===== src/ledblk_pkg.sv =====
`default_nettype none
package ledblk_pkg;

   // ************************************************************
   // Clocking and blink time base
   // ************************************************************
   localparam int CLK_HZ      = 20_000_000;
   localparam int RGB_RATE_HZ = 20_000;
   localparam int TICK_CYCLES = CLK_HZ / RGB_RATE_HZ;
   localparam int DIV_W       = 11;
   localparam int PERMILLE_FULL = 1000;
   // Blink periods in milliseconds, indexed by the cycle time code.
   localparam int BLINK_MS [8] = '{100, 250, 500, 1000,
                                   2000, 3000, 4000, 5000};
   // On and off shares in tenths of a percent, indexed by the code.
   localparam int SHARE_PM [16] = '{0, 10, 25, 50, 75, 100, 150, 200,
                                    300, 400, 500, 600, 700, 800, 900,
                                    1000};

   // ************************************************************
   // Bus addresses and register map
   // ************************************************************
   localparam logic [6:0] DEV_ADDR_LOW  = 7'h54;
   localparam logic [6:0] DEV_ADDR_HIGH = 7'h55;
   localparam logic [7:0] BLINK_OFS [3] = '{8'h01, 8'h03, 8'h05};
   localparam logic [7:0] CYCLE_OFS [3] = '{8'h02, 8'h04, 8'h06};
   localparam logic [7:0] CTRL_OFS      = 8'h11;
   localparam int ON_LSB          = 4;
   localparam int OFF_LSB         = 0;
   localparam int CYC_EN_BIT      = 3;
   localparam int CYC_TIME_LSB    = 0;
   localparam int BLINK_START_BIT = 3;
   localparam logic [7:0] BLINK_RST = 8'h00;
   localparam logic [3:0] CYCLE_RST = 4'h0;
   localparam logic       CTRL_RST  = 1'b0;
   localparam logic [3:0] BYTE_BITS = 4'h8;

   typedef logic [17:0] ledblk_ticks_t;
   typedef logic [2:0]  ledblk_rgb_t;

   typedef struct packed {
      logic [3:0] on_time;
      logic [3:0] off_time;
      logic [2:0] cycle_time;
   } ledblk_cfg_s;

   typedef enum logic [3:0] {
      ST_IDLE, ST_ADDR, ST_ACK_ADDR, ST_REG, ST_ACK_REG,
      ST_WDATA, ST_ACK_W, ST_RDATA, ST_RACK
   } ledblk_i2c_e;

   // Ticks of the 20 kHz base per tenth of a percent of the period.
   function automatic ledblk_ticks_t blink_unit(input logic [2:0] t);
      blink_unit = ledblk_ticks_t'(BLINK_MS[t] * (RGB_RATE_HZ / 1000)
                                   / PERMILLE_FULL);
   endfunction

   function automatic ledblk_ticks_t share_pm(input logic [3:0] c);
      share_pm = ledblk_ticks_t'(SHARE_PM[c]);
   endfunction

endpackage
`default_nettype wire


===== src/ledblk_blink_chan.sv =====
`default_nettype none
module ledblk_blink_chan (
   input  wire logic               ref_clk,
   input  wire logic               resetn,
   input  wire logic               tick,
   input  wire logic               restart,
   input  wire logic               run,
   input  wire ledblk_pkg::ledblk_cfg_s cfg,
   output logic                    led
);
   import ledblk_pkg::*;

   typedef struct packed {
      ledblk_ticks_t cnt;
      logic          led;
   } ledblk_chan_s;

   ledblk_chan_s  s_r;
   ledblk_chan_s  s_nxt;
   ledblk_ticks_t unit;
   ledblk_ticks_t period;
   ledblk_ticks_t off_end;
   ledblk_ticks_t on_end;
   ledblk_ticks_t on_raw;

   // ************************************************************
   // Window of the on interval within the period
   // ************************************************************
   // The off share always comes first; the on share is cut at 100 %.
   always_comb begin
      unit    = blink_unit(cfg.cycle_time);
      period  = ledblk_ticks_t'(unit * ledblk_ticks_t'(PERMILLE_FULL));
      off_end = ledblk_ticks_t'(unit * share_pm(cfg.off_time));
      on_raw  = ledblk_ticks_t'(off_end + unit * share_pm(cfg.on_time));
      on_end  = (on_raw > period) ? period : on_raw;
   end

   // Counter restarts at the off interval on each start and holds there while not running, else runs.
   always_comb begin
      s_nxt = s_r;
      if (restart || !run) begin
         s_nxt.cnt = '0;
         s_nxt.led = 1'b0;
      end else begin
         if (tick) begin
            s_nxt.cnt = (s_r.cnt == period - 18'h00001) ? '0
                                                       : s_r.cnt + 18'h00001;
         end
         s_nxt.led = (s_r.cnt >= off_end) && (s_r.cnt < on_end);
      end
   end

   always_ff @(posedge ref_clk or negedge resetn) begin
      if (!resetn) begin
         s_r <= '0;
      end else begin
         s_r <= s_nxt;
      end
   end

   assign led = s_r.led;
endmodule
`default_nettype wire


===== src/ledblk_i2c_port.sv =====
// Function
// - Three-bit code picks blink period.
// - Control bit three starts blinking.
// - Outputs switch on 20 kHz tick.
// - SDA change while SCL high aborts.
// - Detect start and stop conditions.
// - Bus busy from start until stop.
// - Repeated start acts as start.
// - Bytes are eight bits, MSB first.
// - Receiver pulls SDA low on ninth pulse.
// - Address byte carries seven bits plus direction.
// - Address 54H or 55H by select pin.
// - Write: register byte, then data byte.
// - Write commits at final acknowledge rise.
// - Pointer auto-increments per data byte.
// - Cycle enable lets output follow blinking.
// - Start bit launches enabled outputs together.
// - Off first, then on, cut at 100%.
// - Four-bit share codes, nonlinear steps.
`default_nettype none
module ledblk_i2c_port (
   input  wire logic              ref_clk,
   input  wire logic              resetn,
   input  wire logic              addr_sel,
   input  wire logic              scl_i,
   input  wire logic              sda_i,
   output logic                   sda_o,
   output logic                   sda_oe,
   output logic                   bus_busy,
   output ledblk_pkg::ledblk_rgb_t led_o
);
   import ledblk_pkg::*;

   // ************************************************************
   // State
   // ************************************************************
   typedef struct packed {
      ledblk_i2c_e      st;
      logic             scl_q;
      logic             sda_q;
      logic [7:0]       sh;
      logic [3:0]       bitcnt;
      logic             rw;
      logic             acked;
      logic [7:0]       ptr;
      logic             oe;
      logic             sda_lvl;
      logic             busy;
      logic [2:0][7:0]  blink;
      logic [2:0][3:0]  cyc;
      logic             ctrl_start;
      logic             start_pls;
      logic [DIV_W-1:0] div;
      logic             tick;
      ledblk_rgb_t      led;
   } ledblk_top_s;

   ledblk_top_s  s_r;
   ledblk_top_s  s_nxt;
   ledblk_rgb_t  led_ch;
   ledblk_cfg_s  cfg [3];
   logic         start_det;
   logic         stop_det;
   logic         scl_rise;
   logic         scl_fall;
   logic [6:0]   my_addr;

   // Register read decode, shared by the first and later read bytes.
   function automatic logic [7:0] reg_read(input ledblk_top_s s,
                                           input logic [7:0]  a);
      reg_read = 8'h00;
      for (int i = 0; i < 3; i++) begin
         if (a == BLINK_OFS[i]) begin
            reg_read = s.blink[i];
         end else if (a == CYCLE_OFS[i]) begin
            reg_read = {4'h0, s.cyc[i]};
         end
      end
      if (a == CTRL_OFS) begin
         reg_read = 8'h00;
         reg_read[BLINK_START_BIT] = s.ctrl_start;
      end
   endfunction

   // ************************************************************
   // Bus conditions
   // ************************************************************
   // Pins are taken as synchronous, so one stage of history is enough
   // to see edges; a glitch on SCL would still count as an edge.
   assign start_det = s_r.scl_q & scl_i & s_r.sda_q & ~sda_i;
   assign stop_det  = s_r.scl_q & scl_i & ~s_r.sda_q & sda_i;
   assign scl_rise  = ~s_r.scl_q & scl_i;
   assign scl_fall  = s_r.scl_q & ~scl_i;
   assign my_addr   = addr_sel ? DEV_ADDR_HIGH : DEV_ADDR_LOW;

   // ************************************************************
   // Next state
   // ************************************************************
   // One process holds the bus engine, the register file and the
   // 20 kHz divider, so every output stays a plain flip-flop.
   always_comb begin
      s_nxt = s_r;
      s_nxt.scl_q     = scl_i;
      s_nxt.sda_q     = sda_i;
      s_nxt.start_pls = 1'b0;
      s_nxt.tick      = 1'b0;
      s_nxt.sda_lvl   = 1'b0;

      // Divider from the internal clock sets the output switch rate.
      if (s_r.div == DIV_W'(TICK_CYCLES - 1)) begin
         s_nxt.div  = '0;
         s_nxt.tick = 1'b1;
      end else begin
         s_nxt.div = s_r.div + 1'b1;
      end
      if (s_r.tick) begin
         s_nxt.led = led_ch;
      end

      // Any SDA edge while SCL is high ends the byte in progress.
      if (start_det) begin
         s_nxt.st     = ST_ADDR;
         s_nxt.bitcnt = 4'h0;
         s_nxt.oe     = 1'b0;
         s_nxt.busy   = 1'b1;
      end else if (stop_det) begin
         s_nxt.st   = ST_IDLE;
         s_nxt.oe   = 1'b0;
         s_nxt.busy = 1'b0;
      end else begin
         case (s_r.st)
            ST_ADDR, ST_REG, ST_WDATA: begin
               if (scl_rise) begin
                  s_nxt.sh     = {s_r.sh[6:0], sda_i};
                  s_nxt.bitcnt = s_r.bitcnt + 4'h1;
               end else if (scl_fall && s_r.bitcnt == BYTE_BITS) begin
                  s_nxt.bitcnt = 4'h0;
                  if (s_r.st == ST_ADDR) begin
                     if (s_r.sh[7:1] == my_addr) begin
                        s_nxt.rw = s_r.sh[0];
                        s_nxt.oe = 1'b1;
                        s_nxt.st = ST_ACK_ADDR;
                     end else begin
                        // Stay silent until the next start.
                        s_nxt.st = ST_IDLE;
                     end
                  end else if (s_r.st == ST_REG) begin
                     s_nxt.ptr = s_r.sh;
                     s_nxt.oe  = 1'b1;
                     s_nxt.st  = ST_ACK_REG;
                  end else begin
                     s_nxt.oe = 1'b1;
                     s_nxt.st = ST_ACK_W;
                  end
               end
            end
            ST_ACK_ADDR: begin
               if (scl_fall) begin
                  s_nxt.oe = 1'b0;
                  if (s_r.rw) begin
                     s_nxt.sh     = reg_read(s_r, s_r.ptr);
                     s_nxt.oe     = ~s_nxt.sh[7];
                     s_nxt.ptr    = s_r.ptr + 8'h01;
                     s_nxt.bitcnt = 4'h0;
                     s_nxt.st     = ST_RDATA;
                  end else begin
                     s_nxt.st = ST_REG;
                  end
               end
            end
            ST_ACK_REG: begin
               if (scl_fall) begin
                  s_nxt.oe = 1'b0;
                  s_nxt.st = ST_WDATA;
               end
            end
            ST_ACK_W: begin
               // The value lands on the SCL rise inside our acknowledge.
               if (scl_rise) begin
                  for (int i = 0; i < 3; i++) begin
                     if (s_r.ptr == BLINK_OFS[i]) begin
                        s_nxt.blink[i] = s_r.sh;
                     end else if (s_r.ptr == CYCLE_OFS[i]) begin
                        s_nxt.cyc[i] = s_r.sh[3:0];
                     end
                  end
                  if (s_r.ptr == CTRL_OFS) begin
                     s_nxt.ctrl_start = s_r.sh[BLINK_START_BIT];
                     s_nxt.start_pls  = s_r.sh[BLINK_START_BIT];
                  end
                  s_nxt.ptr = s_r.ptr + 8'h01;
               end else if (scl_fall) begin
                  s_nxt.oe = 1'b0;
                  s_nxt.st = ST_WDATA;
               end
            end
            ST_RDATA: begin
               if (scl_rise) begin
                  s_nxt.bitcnt = s_r.bitcnt + 4'h1;
               end else if (scl_fall) begin
                  if (s_r.bitcnt == BYTE_BITS) begin
                     s_nxt.oe     = 1'b0;
                     s_nxt.bitcnt = 4'h0;
                     s_nxt.st     = ST_RACK;
                  end else begin
                     s_nxt.sh = {s_r.sh[6:0], 1'b0};
                     s_nxt.oe = ~s_r.sh[6];
                  end
               end
            end
            ST_RACK: begin
               if (scl_rise) begin
                  s_nxt.acked = ~sda_i;
               end else if (scl_fall) begin
                  if (s_r.acked) begin
                     s_nxt.sh     = reg_read(s_r, s_r.ptr);
                     s_nxt.oe     = ~s_nxt.sh[7];
                     s_nxt.ptr    = s_r.ptr + 8'h01;
                     s_nxt.bitcnt = 4'h0;
                     s_nxt.st     = ST_RDATA;
                  end else begin
                     s_nxt.st = ST_IDLE;
                  end
               end
            end
            default: begin
               s_nxt.st = ST_IDLE;
            end
         endcase
      end
   end

   // Register the whole state.
   always_ff @(posedge ref_clk or negedge resetn) begin
      if (!resetn) begin
         s_r            <= '0;
         s_r.st         <= ST_IDLE;
         s_r.scl_q      <= 1'b1;
         s_r.sda_q      <= 1'b1;
         s_r.blink      <= {3{BLINK_RST}};
         s_r.cyc        <= {3{CYCLE_RST}};
         s_r.ctrl_start <= CTRL_RST;
      end else begin
         s_r <= s_nxt;
      end
   end

   // ************************************************************
   // Blink channels
   // ************************************************************
   // All channels share one restart pulse, so enabled outputs begin
   // their off interval on the same clock edge.
   for (genvar i = 0; i < 3; i++) begin : g_chan
      assign cfg[i] = '{on_time:    s_r.blink[i][ON_LSB +: 4],
                        off_time:   s_r.blink[i][OFF_LSB +: 4],
                        cycle_time: s_r.cyc[i][CYC_TIME_LSB +: 3]};
      ledblk_blink_chan u_chan (
         .ref_clk (ref_clk),
         .resetn  (resetn),
         .tick    (s_r.tick),
         .restart (s_r.start_pls),
         .run     (s_r.ctrl_start & s_r.cyc[i][CYC_EN_BIT]),
         .cfg     (cfg[i]),
         .led     (led_ch[i])
      );
   end

   assign sda_o    = s_r.sda_lvl;
   assign sda_oe   = s_r.oe;
   assign bus_busy = s_r.busy;
   assign led_o    = s_r.led;

   // ************************************************************
   // Checks
   // ************************************************************
   logic [DIV_W-1:0] since_tick;

   // Helper: cycles since the last rate tick, counted independently.
   always_ff @(posedge ref_clk or negedge resetn) begin
      if (!resetn) begin
         since_tick <= '0;
      end else begin
         since_tick <= s_r.tick ? DIV_W'(1) : since_tick + 1'b1;
      end
   end
endmodule
`default_nettype wire


===== config.mk =====
export PLATFORM = sky130hd
export DESIGN_NAME = ledblk_i2c_port
export DESIGN_NICKNAME = d
export VERILOG_FILES = /design/src/ledblk_pkg.sv /design/src/ledblk_blink_chan.sv /design/src/ledblk_i2c_port.sv
export SDC_FILE = /design/constraint.sdc
export NUM_CORES = 2
export LEC_CHECK = 0
export BUFFER_PORTS_ARGS = -buffer_cell sky130_fd_sc_hd__buf_2
export CORE_ASPECT_RATIO = 1.4
export CORE_UTILIZATION = 50
export CTS_BUF_LIST = sky130_fd_sc_hd__clkbuf_8 sky130_fd_sc_hd__clkbuf_16
export CTS_CLUSTER_DIAMETER = 40
export DETAILED_ROUTE_END_ITERATION = 8
export PLACE_DENSITY = 0.65
export SLEW_MARGIN = 20
export SYNTH_ARGS = -nofsm -noshare
export SYNTH_HDL_FRONTEND = slang
export SYNTH_SLANG_ARGS = --single-unit

===== constraint.sdc =====
create_clock -name ref_clk -period 22.4 [get_ports ref_clk]
set_input_delay 2.24 -clock ref_clk [delete_from_list [all_inputs] [get_ports ref_clk]]
set_output_delay 2.24 -clock ref_clk [all_outputs]
set_load 0.01 [all_outputs]

==> key figures <==
Outcome
  • Status: completed

GRT
  • Grt total ovfl: 0
  • Global Route Usage Sum: 28.14%
  • Vias in the first global route: 40880
  • Maximum number of pins on one net before global-route repair: 89
  • Antenna violations before repair: 0
  • First-pass GRT wire length: 210.9 mm

Floorplanning
  • Die height: 361.1 um
  • Floorplan row count: 131
  • Floorplan core area: 0.09113 mm2
  • IO Count: 11
  • Initial standard-cell utilization of the core: 50.53%
  • DIE AREA: 0.09334 mm2
  • Die outline width: 258.5 um

Clock tree
  • Maximum level of the CTS H-tree: 4
  • Clock-pin slew on the worst setup and hold paths: 80 ps
  • Later-pin clock latency in the skew report: 490 ps
  • CTS Buffer Depth: 2
  • Master cell of the clock root buffer: clkbuf_16
  • TritonCTS clock tree: yes
  • Sink Count: 140
  • TritonCTS buffer count: 17

Critical path
  • Worst-path cell with the longest stage delay: or4b_1
  • Required arrival time at the worst endpoint: 22760 ps
  • Worst Setup End Kind: flip-flop
  • Library cell appearing most often on the critical path: a21oi_1
  • Crit path max fanout: 24
  • Maximum single-stage delay on the critical path: 610 ps
  • Startpoint class of the critical path: flip-flop
  • Startpoint-to-endpoint class of the critical path: flip-flop to flip-flop
  • Data arrival time at the worst-slack endpoint: 21500 ps

Layout
  • Ratio of cells with drive above 1 in the final layout: 5.531%
  • Area occupied by multi-input gates: 0.03847 mm2
  • Non-filler instance count after layout: 7019
  • Share of the core filled with cells in the final layout: 53.34%
  • Final #Nets: 7005
  • N_diodes: 0
  • Register Area: 0.003508 mm2
  • Growth of design area from synthesis to finish: 5.553%
  • Number of inserted filler cells in the final layout: 8912

Synthesis
  • Post-synth EDFFs: 0
  • Synth cell types: 134
  • Share of the yosys chip area belonging to registers: 7.613%
  • Top_reg_cell synth: dfrtp_1
  • Library cell with the largest summed area after synthesis: ha_1
  • Synth area leaders: ha_1 (20%), fa_1 (19%), inv_1 (7.8%), dfrtp_1 (7.5%), nand2_1 (4.7%)
  • Synthesized area per cell: 7.928 um2
  • Synth top area share: 20.21%
  • Cell count after synthesis: 5809
  • Total of flip-flops plus latches after synthesis: 140
  • Async set or reset register ratio after synthesis: 100.0%
  • Syn. warnings: 0
  • Cell types with the highest counts after synthesis: inv_1 (960), ha_1 (744), nand2_1 (578), nor2_1 (453), fa_1 (447)
  • Cell area after synthesis: 0.04605 mm2
  • Dominant cell by count in the synthesized netlist: inv_1

Power
  • Worst vdd rail ir drop: 0.09027 mV
  • Power density normalized to cell area: 36.67 mW/mm2
  • Post-layout total power: 1783 uW
  • Static leakage: 0.02492 uW

Drt
  • Routed via count divided by cell count: 5.755
  • First-pass iteration count of the detailed router: 6
  • Detailed-route via count: 40400
  • Average detailed-routed wire length per instance: 18.43 um
  • Final routed DRC violation total: 0
  • Wire length reported by the detailed router: 129.4 mm
  • DRT antenna net count: 0
  • Number of violations reported at the end of detailed-routing iteration 0: 2493

STA
  • Unrepaired setup endpoints after global routing: true
  • Transition time at the pin with the least slew margin: 1131 ps
  • Final Hold Vio Count: 0
  • Post-route fraction of the period consumed by the critical path: 94.38%
  • Final Slew Violations: 0
  • Final-report setup violation count: 0
  • Total negative setup slack: 0 ps
  • Tightest slew margin relative to the limit: 24.57%
  • Final Critical Period: 21140 ps
  • Final worst setup slack: 1259 ps
  • Setup Skew: 11.89 ps
  • Highest clock rate: 47.30 MHz

Flow run
  • Maximum Capacitance Violations: 0

Worst hold path
  • Min-delay worst type: flip-flop to flip-flop

Placed design
  • Cell count after placement: 6978
  • Pre-CTS setup slack: 306.0 ps
  • Global placer's final weighted congestion: 0.9421
  • IO buf count: 9
  • Post-detail-place hpwl: 105.2 mm
==> final timing paths <==
check | from | endpoint | slack, ps | cells after the start
worst max-delay path | cfg[0] | g_chan[2].u_chan.led | 1260 | 93
worst min-delay path | s_r[4] | s_r[4] | 470 | 1
worst max register to register | cfg[0] | g_chan[2].u_chan.led | 1260 | 93
worst min register to register | s_r[4] | s_r[4] | 470 | 1
max in group asynchronous | resetn | cfg[23] | 19120 | 2
min in group asynchronous | resetn | cfg[25] | 1820 | 1
==> metrics by stage <==
step | instance area, um2 | hold WS [ps]
after floorplan | 46320 | 432.9
after global placement | 47710 | 454.2
after detailed placement | 47710 | 459.7
after CTS | 48330 | 473.2
after global routing | 48610 | 500.1
final | 48610 | 471.9
==> where the power goes <==
part           leakage [uW]  switching (uW)  internal, uW
registers           0.00177            31.5           263
clock network      0.000303             151           161
logic                0.0228             677           499
==> critical path: cells and delay by family, from the launching register on <==
family | cells | cell delay [ps]
XOR/XNOR | 2 | 310
AO/OA/AOI/OAI | 37 | 7890
flip-flops | 1 | 470
AND/OR/NAND/NOR | 24 | 3860
buffers and inverters | 14 | 2100
adder cells (fa/ha/maj) | 16 | 6300
==> flip-flops by register name (all words and copies together) (netlist names) <==
name and cells:
bus_busy 1, cfg 33, g_chan.u_chan.led 3, g_chan.u_chan.s_r 54, led_o 3, s_r 45, sda_oe 1
==> cells by family (layout without fill, tap and decap cells) <==
family,count (synthesis),after routing,share of synthesized area [%]
AO/OA/AOI/OAI,1156,1156,16.74
XOR/XNOR,320,320,6.132
adder cells (fa/ha/maj),1192,1192,39.67
buffers and inverters,1183,1124,9.900
flip-flops,140,140,7.613
multiplexers,89,89,2.073
other,2,73,0.01631
AND/OR/NAND/NOR,1727,1728,17.86
==> final cells by class <==
class,instances,area share [%]
Sequential cell,140,7.217
Tap cell,1197,3.081
Timing Repair Buffer,107,1.647
Clock inverter,15,0.3964
Inverter,985,7.639
Clock buffer,17,0.8751
Multi-Input combinational cell,4558,79.14
==> timing repair <==
action                                  4_1_cts  5_1_grt
endpoints found under the hold margin         0        0
resized for setup                             0       48
hold buffers                                  0        0
setup buffers                                 0        7
endpoints found under the setup margin        0        3
==> cell usage in the layout, fill, tap and decap left out, types with 39 or more instances in the layout <==
master / instances
nand2b_1: 63
nand4_1: 59
and2_1: 57
nor2b_1: 70
a211oi_1: 46
nor2_1: 452
o21bai_1: 48
nand3_1: 107
xnor2_1: 231
nor3_1: 108
and3_1: 46
o22ai_1: 46
mux2i_1: 57
a31oi_1: 47
conb_1: 73
nand2_1: 577
o21ai_0: 189
ha_1: 744
a21o_1: 102
inv_1: 959
o21ai_1: 39
fa_1: 447
buf_4: 94
dfrtp_1: 136
xor2_1: 84
a21oi_1: 333
==> metal layers <==
layer	track usage, %	vias to the layer above	wire length, um
li1	-	19410	-
met1	31.79	19630	50230
met2	52.91	1016	68290
met3	2.144	339	4689
met4	13.23	0	6144
met5	0	-	0
(Power assumes the default switching activity.)
